File: config.mk
export PLATFORM = sky130hd
export DESIGN_NAME = clock_select_and_module_stop
export DESIGN_NICKNAME = d
export VERILOG_FILES = /design/src/rtl/clock_select_pkg.sv /design/src/rtl/clock_select_and_module_stop.sv /design/src/rtl/ratio_divider.sv /design/src/rtl/module_stop_ctrl.sv
export SDC_FILE = /design/constraint.sdc
export NUM_CORES = 1
export LEC_CHECK = 0
export BUFFER_PORTS_ARGS = -buffer_cell sky130_fd_sc_hd__clkbuf_2
export CORE_UTILIZATION = 46
export DETAILED_ROUTE_END_ITERATION = 6
export PLACE_DENSITY = 0.85
export RECOVER_POWER = 50
export SLEW_MARGIN = 20
export SYNTH_ARGS = -nofsm -noshare
export SYNTH_HDL_FRONTEND = slang
export SYNTH_HIERARCHICAL = 1
export SYNTH_SLANG_ARGS = --single-unit
File: constraint.sdc
create_clock -name pclk -period 2.25 [get_ports pclk]
set_clock_uncertainty 0.2 [all_clocks]
set_input_delay 0.1125 -clock pclk [delete_from_list [all_inputs] [get_ports pclk]]
set_output_delay 0.1125 -clock pclk [all_outputs]
set_load 0.05 [all_outputs]
File: src/rtl/clock_select_pkg.sv
// Constants, field layouts and carrier types for clock ratio selection and module stop
//
// Contract
// - System ratio bits 10:8, code 000 gives x4
// - Peripheral ratio bits 6:4, code 001 gives x2
// - Bus ratio bits 2:0, code 000 gives x4
// - Stop bit 1 stops module, 0 releases
// - Bit 15 enables all-module clock stop on sleep
// - Bit 14 gates DMA, bit 0 gates timers
package clock_select_pkg;

  // Register byte addresses on the APB
  localparam logic [23:0] CLOCK_RATIO_CONTROL_ADDR = 24'hfffdc4;
  localparam logic [23:0] MODULE_STOP_CONTROL_A_ADDR = 24'hfffdc8;
  localparam logic [23:0] CLOCK_STATUS_ADDR = 24'hfffdcc;

  // Field positions in the ratio register
  localparam int SYSTEM_RATIO_LSB = 8;
  localparam int PERIPHERAL_RATIO_LSB = 4;
  localparam int BUS_RATIO_LSB = 0;

  // Field positions in the module stop register
  localparam int ALL_CLOCK_STOP_ENABLE_BIT = 15;
  localparam int DMA_MODULE_STOP_BIT = 14;
  localparam int TIMER_MODULE_STOP_BIT = 0;

  // Field positions in the status register
  localparam int STATUS_STOPPED_BIT = 0;
  localparam int STATUS_WAIT_HALT_BIT = 1;

  // Ratio codes; all others are reserved
  localparam logic [2:0] RATIO_X4 = 3'h0;
  localparam logic [2:0] RATIO_X2 = 3'h1;

  // Reset values
  localparam logic [2:0] SYSTEM_RATIO_RESET = 3'h0;
  localparam logic [2:0] PERIPHERAL_RATIO_RESET = 3'h1;
  localparam logic [2:0] BUS_RATIO_RESET = 3'h0;
  localparam logic MODULE_STOP_RESET = 1'b0;

  // Number of timer channels gated by one stop bit
  localparam int TIMER_CHANNELS = 6;

  typedef struct packed {
    logic [2:0] system_ratio;
    logic [2:0] peripheral_ratio;
    logic [2:0] bus_ratio;
  } ratio_ctrl_t;

  typedef struct packed {
    logic all_clock_stop_enable;
    logic dma_module_stop;
    logic timer_module_stop;
  } module_stop_t;

  typedef enum logic [1:0] {
    STOP_IDLE,
    STOP_WAIT_HALT,
    STOP_STOPPED
  } stop_state_t;

endpackage : clock_select_pkg

File: src/rtl/clock_select_and_module_stop.sv
// Clock ratio selection and module stop control with an APB register slave
//
// The implementer's own choice: the APB slave port.
`timescale 1ns/1ps
`default_nettype none
module clock_select_and_module_stop (
  input wire logic pclk,
  input wire logic presetn,
  input wire logic psel,
  input wire logic penable,
  input wire logic pwrite,
  input wire logic [23:0] paddr,
  input wire logic [31:0] pwdata,
  input wire logic [3:0] pstrb,
  output logic [31:0] prdata,
  output logic pready,
  output logic pslverr,
  input wire logic sleep_request,
  input wire logic bus_io_halted,
  input wire logic wake_request,
  output logic system_clk_en,
  output logic peripheral_clk_en,
  output logic bus_clk_en,
  output logic dma_module_stop,
  output logic [clock_select_pkg::TIMER_CHANNELS-1:0] timer_channel_stop,
  output logic all_clock_stopped
);

  clock_select_pkg::ratio_ctrl_t ratio;
  clock_select_pkg::module_stop_t stop_ctrl;
  clock_select_pkg::stop_state_t stop_state;
  logic access;
  logic wr_en;
  logic sel_ratio;
  logic sel_stop;
  logic sel_status;
  logic mapped;
  logic system_tick;
  logic peripheral_tick;
  logic bus_tick;
  logic [15:0] ratio_word;
  logic [15:0] stop_word;
  logic [15:0] status_word;
  logic [31:0] next_prdata;

  // Access phase completes on the cycle where pready is high
  assign access = psel & penable & pready;
  assign wr_en = access & pwrite;

  // Address decode
  always_comb begin
    sel_ratio = 1'b0;
    sel_stop = 1'b0;
    sel_status = 1'b0;
    if (paddr == clock_select_pkg::CLOCK_RATIO_CONTROL_ADDR) begin
      sel_ratio = 1'b1;
    end else if (paddr == clock_select_pkg::MODULE_STOP_CONTROL_A_ADDR) begin
      sel_stop = 1'b1;
    end else if (paddr == clock_select_pkg::CLOCK_STATUS_ADDR) begin
      sel_status = 1'b1;
    end
  end

  assign mapped = sel_ratio | sel_stop | sel_status;

  // Ratio register image; unused bits read zero
  always_comb begin
    ratio_word = 16'h0000;
    ratio_word[clock_select_pkg::SYSTEM_RATIO_LSB +: 3] = ratio.system_ratio;
    ratio_word[clock_select_pkg::PERIPHERAL_RATIO_LSB +: 3] = ratio.peripheral_ratio;
    ratio_word[clock_select_pkg::BUS_RATIO_LSB +: 3] = ratio.bus_ratio;
  end

  // Module stop register image; only three bits exist
  always_comb begin
    stop_word = 16'h0000;
    stop_word[clock_select_pkg::ALL_CLOCK_STOP_ENABLE_BIT] = stop_ctrl.all_clock_stop_enable;
    stop_word[clock_select_pkg::DMA_MODULE_STOP_BIT] = stop_ctrl.dma_module_stop;
    stop_word[clock_select_pkg::TIMER_MODULE_STOP_BIT] = stop_ctrl.timer_module_stop;
  end

  // Status register image, read only
  always_comb begin
    status_word = 16'h0000;
    status_word[clock_select_pkg::STATUS_STOPPED_BIT] = (stop_state == clock_select_pkg::STOP_STOPPED);
    status_word[clock_select_pkg::STATUS_WAIT_HALT_BIT] = (stop_state == clock_select_pkg::STOP_WAIT_HALT);
  end

  // Read data mux
  always_comb begin
    next_prdata = 32'h0000_0000;
    if (sel_ratio) begin
      next_prdata = {16'h0000, ratio_word};
    end else if (sel_stop) begin
      next_prdata = {16'h0000, stop_word};
    end else if (sel_status) begin
      next_prdata = {16'h0000, status_word};
    end
  end

  // One wait state: pready rises in the second access cycle
  always_ff @(posedge pclk or negedge presetn) begin
    if (!presetn) begin
      pready <= 1'b0;
    end else begin
      pready <= psel & penable & ~pready;
    end
  end

  // Error answer for an address that maps to no register
  always_ff @(posedge pclk or negedge presetn) begin
    if (!presetn) begin
      pslverr <= 1'b0;
    end else if (psel && penable && !pready) begin
      pslverr <= ~mapped;
    end else begin
      pslverr <= 1'b0;
    end
  end

  // Read data stands only with pready; a write answers with zero
  always_ff @(posedge pclk or negedge presetn) begin
    if (!presetn) begin
      prdata <= 32'h0000_0000;
    end else if (psel && penable && !pready && !pwrite) begin
      prdata <= next_prdata;
    end else begin
      prdata <= 32'h0000_0000;
    end
  end

  // Ratio fields; a reserved code leaves its field unchanged
  always_ff @(posedge pclk or negedge presetn) begin
    if (!presetn) begin
      ratio.system_ratio <= clock_select_pkg::SYSTEM_RATIO_RESET;
      ratio.peripheral_ratio <= clock_select_pkg::PERIPHERAL_RATIO_RESET;
      ratio.bus_ratio <= clock_select_pkg::BUS_RATIO_RESET;
    end else if (wr_en && sel_ratio) begin
      if (pstrb[1] && pwdata[clock_select_pkg::SYSTEM_RATIO_LSB +: 3] == clock_select_pkg::RATIO_X4) begin
        ratio.system_ratio <= pwdata[clock_select_pkg::SYSTEM_RATIO_LSB +: 3];
      end
      if (pstrb[0] && (pwdata[clock_select_pkg::PERIPHERAL_RATIO_LSB +: 3] == clock_select_pkg::RATIO_X4
          || pwdata[clock_select_pkg::PERIPHERAL_RATIO_LSB +: 3] == clock_select_pkg::RATIO_X2)) begin
        ratio.peripheral_ratio <= pwdata[clock_select_pkg::PERIPHERAL_RATIO_LSB +: 3];
      end
      if (pstrb[0] && (pwdata[clock_select_pkg::BUS_RATIO_LSB +: 3] == clock_select_pkg::RATIO_X4
          || pwdata[clock_select_pkg::BUS_RATIO_LSB +: 3] == clock_select_pkg::RATIO_X2)) begin
        ratio.bus_ratio <= pwdata[clock_select_pkg::BUS_RATIO_LSB +: 3];
      end
    end
  end

  // Module stop bits, high byte and low byte written by their lanes
  always_ff @(posedge pclk or negedge presetn) begin
    if (!presetn) begin
      stop_ctrl.all_clock_stop_enable <= clock_select_pkg::MODULE_STOP_RESET;
      stop_ctrl.dma_module_stop <= clock_select_pkg::MODULE_STOP_RESET;
      stop_ctrl.timer_module_stop <= clock_select_pkg::MODULE_STOP_RESET;
    end else if (wr_en && sel_stop) begin
      if (pstrb[1]) begin
        stop_ctrl.all_clock_stop_enable <= pwdata[clock_select_pkg::ALL_CLOCK_STOP_ENABLE_BIT];
        stop_ctrl.dma_module_stop <= pwdata[clock_select_pkg::DMA_MODULE_STOP_BIT];
      end
      if (pstrb[0]) begin
        stop_ctrl.timer_module_stop <= pwdata[clock_select_pkg::TIMER_MODULE_STOP_BIT];
      end
    end
  end

  // Per-domain enable generators
  ratio_divider u_system_div (
    .pclk(pclk),
    .presetn(presetn),
    .ratio_code(ratio.system_ratio),
    .tick(system_tick)
  );

  ratio_divider u_peripheral_div (
    .pclk(pclk),
    .presetn(presetn),
    .ratio_code(ratio.peripheral_ratio),
    .tick(peripheral_tick)
  );

  ratio_divider u_bus_div (
    .pclk(pclk),
    .presetn(presetn),
    .ratio_code(ratio.bus_ratio),
    .tick(bus_tick)
  );

  // All-module clock stop sequencer
  module_stop_ctrl u_stop (
    .pclk(pclk),
    .presetn(presetn),
    .stop_ctrl(stop_ctrl),
    .sleep_request(sleep_request),
    .bus_io_halted(bus_io_halted),
    .wake_request(wake_request),
    .state(stop_state),
    .all_clock_stopped(all_clock_stopped)
  );

  // System enable, held low while every module clock is stopped
  always_ff @(posedge pclk or negedge presetn) begin
    if (!presetn) begin
      system_clk_en <= 1'b0;
    end else begin
      system_clk_en <= system_tick & ~all_clock_stopped;
    end
  end

  // Peripheral enable, held low while every module clock is stopped
  always_ff @(posedge pclk or negedge presetn) begin
    if (!presetn) begin
      peripheral_clk_en <= 1'b0;
    end else begin
      peripheral_clk_en <= peripheral_tick & ~all_clock_stopped;
    end
  end

  // Bus enable, held low while every module clock is stopped
  always_ff @(posedge pclk or negedge presetn) begin
    if (!presetn) begin
      bus_clk_en <= 1'b0;
    end else begin
      bus_clk_en <= bus_tick & ~all_clock_stopped;
    end
  end

  // Module stop outputs; one bit covers all timer channels
  always_ff @(posedge pclk or negedge presetn) begin
    if (!presetn) begin
      dma_module_stop <= 1'b0;
    end else begin
      dma_module_stop <= stop_ctrl.dma_module_stop;
    end
  end

  for (genvar ch = 0; ch < clock_select_pkg::TIMER_CHANNELS; ch++) begin : g_timer_stop
    always_ff @(posedge pclk or negedge presetn) begin
      if (!presetn) begin
        timer_channel_stop[ch] <= 1'b0;
      end else begin
        timer_channel_stop[ch] <= stop_ctrl.timer_module_stop;
      end
    end
  end
endmodule : clock_select_and_module_stop
`default_nettype wire

File: src/rtl/ratio_divider.sv
// Clock enable generator for one clock domain from its ratio code
`timescale 1ns/1ps
`default_nettype none
module ratio_divider (
  input wire logic pclk,
  input wire logic presetn,
  input wire logic [2:0] ratio_code,
  output logic tick
);

  logic phase;

  // Code x4 ticks every cycle, x2 ticks every second cycle
  always_ff @(posedge pclk or negedge presetn) begin
    if (!presetn) begin
      phase <= 1'b0;
      tick <= 1'b0;
    end else if (ratio_code == clock_select_pkg::RATIO_X4) begin
      phase <= 1'b0;
      tick <= 1'b1;
    end else begin
      phase <= ~phase;
      tick <= phase;
    end
  end
endmodule : ratio_divider
`default_nettype wire

File: src/rtl/module_stop_ctrl.sv
// Sequencer for all-module clock stop entered on a sleep request
`timescale 1ns/1ps
`default_nettype none
module module_stop_ctrl (
  input wire logic pclk,
  input wire logic presetn,
  input wire clock_select_pkg::module_stop_t stop_ctrl,
  input wire logic sleep_request,
  input wire logic bus_io_halted,
  input wire logic wake_request,
  output clock_select_pkg::stop_state_t state,
  output logic all_clock_stopped
);

  logic all_gated;
  clock_select_pkg::stop_state_t next_state;

  // Every gated peripheral must already sit in module stop
  assign all_gated = stop_ctrl.dma_module_stop & stop_ctrl.timer_module_stop;

  // Next state of the stop sequence
  always_comb begin
    next_state = state;
    case (state)
      clock_select_pkg::STOP_IDLE: begin
        if (stop_ctrl.all_clock_stop_enable && all_gated && sleep_request) begin
          next_state = clock_select_pkg::STOP_WAIT_HALT;
        end
      end
      clock_select_pkg::STOP_WAIT_HALT: begin
        if (wake_request || !stop_ctrl.all_clock_stop_enable || !all_gated) begin
          next_state = clock_select_pkg::STOP_IDLE;
        end else if (bus_io_halted) begin
          next_state = clock_select_pkg::STOP_STOPPED;
        end
      end
      clock_select_pkg::STOP_STOPPED: begin
        if (wake_request) begin
          next_state = clock_select_pkg::STOP_IDLE;
        end
      end
      default: begin
        next_state = clock_select_pkg::STOP_IDLE;
      end
    endcase
  end

  // State register
  always_ff @(posedge pclk or negedge presetn) begin
    if (!presetn) begin
      state <= clock_select_pkg::STOP_IDLE;
    end else begin
      state <= next_state;
    end
  end

  // Stopped flag, registered with the state
  always_ff @(posedge pclk or negedge presetn) begin
    if (!presetn) begin
      all_clock_stopped <= 1'b0;
    end else begin
      all_clock_stopped <= (next_state == clock_select_pkg::STOP_STOPPED);
    end
  end
endmodule : module_stop_ctrl
`default_nettype wire

# Word level (Yosys, flattened, before mapping)
# Index checks and enable logic that the tools add are counted.
# word_totals
reg_bits	60
out_inout_bits	45
inputBits	68
elab_cells	98
# classes
n_bitwise	16
reduce_logical	30
n_eq_ne	8
n_mux	22
# op_table
operator	count
24-bit == test, second input constant	3
16-bit two-way mux	2
32-bit two-way mux	1
3-bit zero test	6
1-bit two-way mux	13
1-bit logical AND	10
2-bit two-way mux	5
2-bit AND reduction	5
1-bit AND	8
3-bit by 1-bit == test with 1-bit output, second input constant	2
1-bit inverter	6
2-bit case mux with 3 select lines	1
2-bit == test, second input constant	2
1-bit zero test	4
1-bit logical OR	4
2-bit by 1-bit == test with 1-bit output, second input constant	1
2-bit zero test	1
1-bit OR	2

# Depth between registers and ports, before layout
# logic_depth
word_depth	8
depth_mapped	4

# Modules after synthesis
# Netlist, hierarchy kept.
# by_module_without_submodules
module	cells_each	instances	area_per_inst_um2
clock_select_and_module_stop	125	1	1493.9
ratio_divider	5	3	70.1
module_stop_ctrl	11	1	132.6

# Worst setup path after synthesis
# OpenSTA, ideal clock, no wires.
# synth_timing
kind	register to register
startpoint	register pready
endpoint	register ratio[0] (netlist name)
period_less_slack_ns	1.910
arrival_ns	1.582
n_path_buf	0
setup_slack_ns	0.340
stages_incl_launch_ff	5
t_required_ns	1.922
path_cell_list	dfrtp_1 > nand4_1 > nor2_1 > and4bb_1 > mux2_1
# synth_between
elab_chain_len	4
# synth_rtl
item	line_no	source
start, declared	clock_select_and_module_stop.sv:16	output logic pready,
start signal, assigned	clock_select_and_module_stop.sv:106	pready <= psel & penable & ~pready;
1-bit AND	clock_select_and_module_stop.sv:47	assign access = psel & penable & pready;
1-bit AND	clock_select_and_module_stop.sv:48	assign wr_en = access & pwrite;
1-bit logical AND	clock_select_and_module_stop.sv:138	end else if (wr_en && sel_ratio) begin
2-bit AND reduction (no source line)	-	
end, declared	clock_select_and_module_stop.sv:29	clock_select_pkg::ratio_ctrl_t ratio;
# No other way between the ends.
# A chain may end at the register's enable or synchronous reset.

# Worst setup path after layout
# layout_timing
startpoint	input paddr[2]
endpoint	register ratio[0] (netlist name)
# layout_between
elab_chain_len	4
# layout_rtl
item	line_no	source
start, declared	clock_select_and_module_stop.sv:12	input wire logic [23:0] paddr,
24-bit == test	clock_select_and_module_stop.sv:55	if (paddr == clock_select_pkg::CLOCK_RATIO_CONTROL_ADDR) begin
1-bit two-way mux	clock_select_and_module_stop.sv:55	
1-bit logical AND	clock_select_and_module_stop.sv:138	
2-bit AND reduction (no source line)	-	
# No other way between the ends.

==> impl_metrics.env <==
export IMPL_fp_dieH_um=65.2
export IMPL_cts_clk_slew_worst_paths_ps=70
export IMPL_fin_util_pct=63.1
export IMPL_rr_worst_depth=3
export IMPL_synthesis_area_um2=1840
export IMPL_max_slew_worst_pin_slew_ps=1150
export IMPL_cp_end_kind="flop"
export IMPL_grtUsageTotal_pct=16.4
export IMPL_ctsResizeCount=0
export IMPL_crit_fanout=5
export IMPL_viasPerCell=4.64
export IMPL_cp_required_ps=2210
export IMPL_max_stage_delay_ps=520
export IMPL_ys_warn_count=6
export IMPL_core_area_um2=3740
export IMPL_finalPower_w=0.00143
export IMPL_antenna_found_initial=0
export IMPL_drt_pre_antenna_iters=4
export IMPL_cts_buffer_depth=2
export IMPL_slew_headroom_pct=23.5
export IMPL_syn2layout_area_growth_pct=28.7
export IMPL_place_ws_ps=549
export IMPL_ys_seq_area_share_pct=53.2
export IMPL_start_util_pct=49.1
export IMPL_cts_sinks=39
export IMPL_hpwlAfterDp_um=2440
export IMPL_path_class="in -> reg"
export IMPL_power_density_nw_per_um2=605
export IMPL_vias=1326
export IMPL_syn_area_per_cell_um2=12.2
export IMPL_synth_seq_cells=39
export IMPL_fmax_ghz=0.552
export IMPL_period_minus_slack_ps=1810
export IMPL_wirelength_um=3180
export IMPL_p_leak_nw=1.27
export IMPL_io_pins=113
export IMPL_path_delay_family="simple AND/OR/NAND/NOR gates"
export IMPL_insertion_delay_ps=280
export IMPL_status="finished, final reports clean"
export IMPL_postRouteAntennaNets=0
export IMPL_r2r_end="u_stop/state[0]"
export IMPL_ir_drop_uv=296
export IMPL_reg2reg_from="u_stop/state[0]"
export IMPL_holdCritPathClass="in -> reg"
export IMPL_grt_ovfl_total=0
export IMPL_cts_buffers_inserted=5
export IMPL_final_cell_mix="66 x clkbuf_2, 38 x dfrtp_1, 21 x conb_1, 15 x dlygate4sd3_1, 11 x and2_1"
export IMPL_drtIter0Drc=26
export IMPL_drv_cap=0
export IMPL_cp_buffers_inverters=2
export IMPL_hold_viol_final=0
export IMPL_whs_path_depth=4
export IMPL_fill_cells=305
export IMPL_worst_slack_ps=437
export IMPL_grt_pass1_wl_um=5110
export IMPL_worst_setup_path_start_kind="input port"
export IMPL_fin_nets=305
export IMPL_avgRoutedWirePerCell_um=11.1
export IMPL_htreeDepth=2
export IMPL_port_buffers=68
export IMPL_finalMaxSlewViolations=0
export IMPL_grt_start_max_net_pins=24
export IMPL_fin_crit_sh_pct=80.6
export IMPL_die_w_um=65.2
export IMPL_syn_inst=151
export IMPL_setup_viol=0
export IMPL_cp_cell_sequence="dlygate4sd3_1 > clkbuf_2 > nor2b_2 > nand3_1 > and4bb_1 > mux2_1"
export IMPL_diodes=0
export IMPL_synth_cell_types=40
export IMPL_grt_pass1_vias=1176
export IMPL_reg2reg_slack_ps=510
export IMPL_cp_slowest_cell="dlygate4sd3_1"
export IMPL_gp_congestion=0.838
export IMPL_final_common_cell="clkbuf_2"
export IMPL_cts_tree="yes"
export IMPL_rows=22
export IMPL_rsz0062_at_grt="no"
export IMPL_holdPathEnd="prdata[0]"
export IMPL_arrival_ps=1770
export IMPL_drc_errors=0
export IMPL_fp_dieArea_um2=4250
export IMPL_tns_ps=0
export IMPL_root_buffer="clkbuf_8"
export IMPL_hp_start="psel"
export IMPL_drive_gt1_share_pct=35.3
==> synth_stat cells <==
cell type / count / share of area (%)
a21boi_0: 1 / 0.41
a21oi_1: 1 / 0.27
a22o_1: 1 / 0.48
and2_0: 1 / 0.34
and2_1: 11 / 3.7
and2b_2: 1 / 0.48
and4_1: 4 / 1.9
and4_4: 2 / 1.2
and4bb_1: 5 / 3.4
buf_4: 26 / 11
conb_1: 1 / 0.20
dfrtp_1: 38 / 52
dfstp_2: 1 / 1.4
inv_1: 5 / 1.0
mux2_1: 2 / 1.2
mux2_4: 3 / 2.5
nand2_1: 1 / 0.20
nand2b_1: 1 / 0.34
nand3_1: 3 / 0.82
nand3b_1: 1 / 0.41
nand4_1: 3 / 1.0
nand4_2: 1 / 0.68
nand4_4: 1 / 1.2
nand4b_1: 1 / 0.48
nand4b_4: 1 / 1.3
nand4bb_1: 1 / 0.61
nor2_1: 9 / 1.8
nor2_4: 1 / 0.61
nor2b_1: 6 / 2.0
nor2b_2: 1 / 0.48
nor3_1: 2 / 0.54
nor3_2: 3 / 1.6
nor4bb_1: 1 / 0.54
o2111a_1: 1 / 0.61
o21ai_0: 2 / 0.54
o32ai_1: 2 / 0.95
or2_1: 3 / 1.0
or2_2: 1 / 0.34
or3_1: 1 / 0.34
or3b_1: 1 / 0.48
==> worst min-delay path: cells and delay by family <==
kind            cells  cell delay [ps]
buf+inv             1               90
compound gates      1              140
simple gates        2              180
==> flip-flops by register name, indices dropped and copies added, names as in the netlist, 2 cells and up <==
register      cells
stop_ctrl         3
prdata           11
ratio             9
u_stop/state      2
==> per-stage QoR <==
stage / std cells / hold WS, ps / instance area (um2)
finish: 286 / 75.5 / 2360
global route: 286 / 96.2 / 2360
CTS: 286 / 63.3 / 2390
detailed placement: 263 / -81.8 / 2130
global placement: 263 / -84.7 / 2130
floorplan: 171 / -383 / 1910
==> report_power, final <==
| group | switching (W) | internal (W) | leakage [nW] | total, W |
|---|---|---|---|---|
| registers | 0.00000125 | 0.000703 | 0.505 | 0.000704 |
| logic | 0.000127 | 0.0000549 | 0.708 | 0.000181 |
| clock network | 0.000214 | 0.000331 | 0.0524 | 0.000545 |
| total | 0.000342 | 0.00109 | 1.27 | 0.00143 |
==> metal layers <==
| metal | GRT usage, % | up-vias | share of wire [%] |
|---|---|---|---|
| li1 | - | 652 | - |
| met1 | 19.4 | 606 | 40 |
| met2 | 28.0 | 66 | 52 |
| met3 | 4.69 | 2 | 6.7 |
| met4 | 6.52 | 0 | 1.1 |
| met5 | 0 | - | 0 |
==> final cells by class <==
type	count	area (um2)	share of cell area, %
Sequential cell	39	977	41.3
Multi-Input combinational cell	101	706	29.9
Timing Repair Buffer	85	495	21.0
Clock buffer	7	76.3	3.23
Tap cell	48	60.1	2.54
Clock inverter	1	30.0	1.27
Inverter	5	18.8	0.794
==> kinds of logic after synthesis <==
group / synth area share, %
other cells: 0.204
simple gates: 28.0
mux: 3.68
buf+inv: 11.6
flops: 53.2
compound gates: 3.27
==> repair_timing <==
item	4_1_cts	5_1_grt
hold buffers	15	0
buffers inserted	0	0
endpoints found under the hold margin	33	0
==> worst max path at each step <==
| stage | from | slack [ps] | cells past startpoint | endpoint |
|---|---|---|---|---|
| 2_1_floorplan | pready | 340 | 4 | ratio[0] |
| 3_3_place_gp | pready | 580 | 4 | ratio[0] |
| 3_5_place_dp | pready | 550 | 4 | ratio[0] |
| 4_1_cts | paddr[3] | 430 | 6 | ratio[0] |
| 5_1_grt | presetn | 170 | 3 | ratio[6] |
| 6_report | paddr[2] | 440 | 6 | ratio[0] |
(Power assumes the default switching activity.)
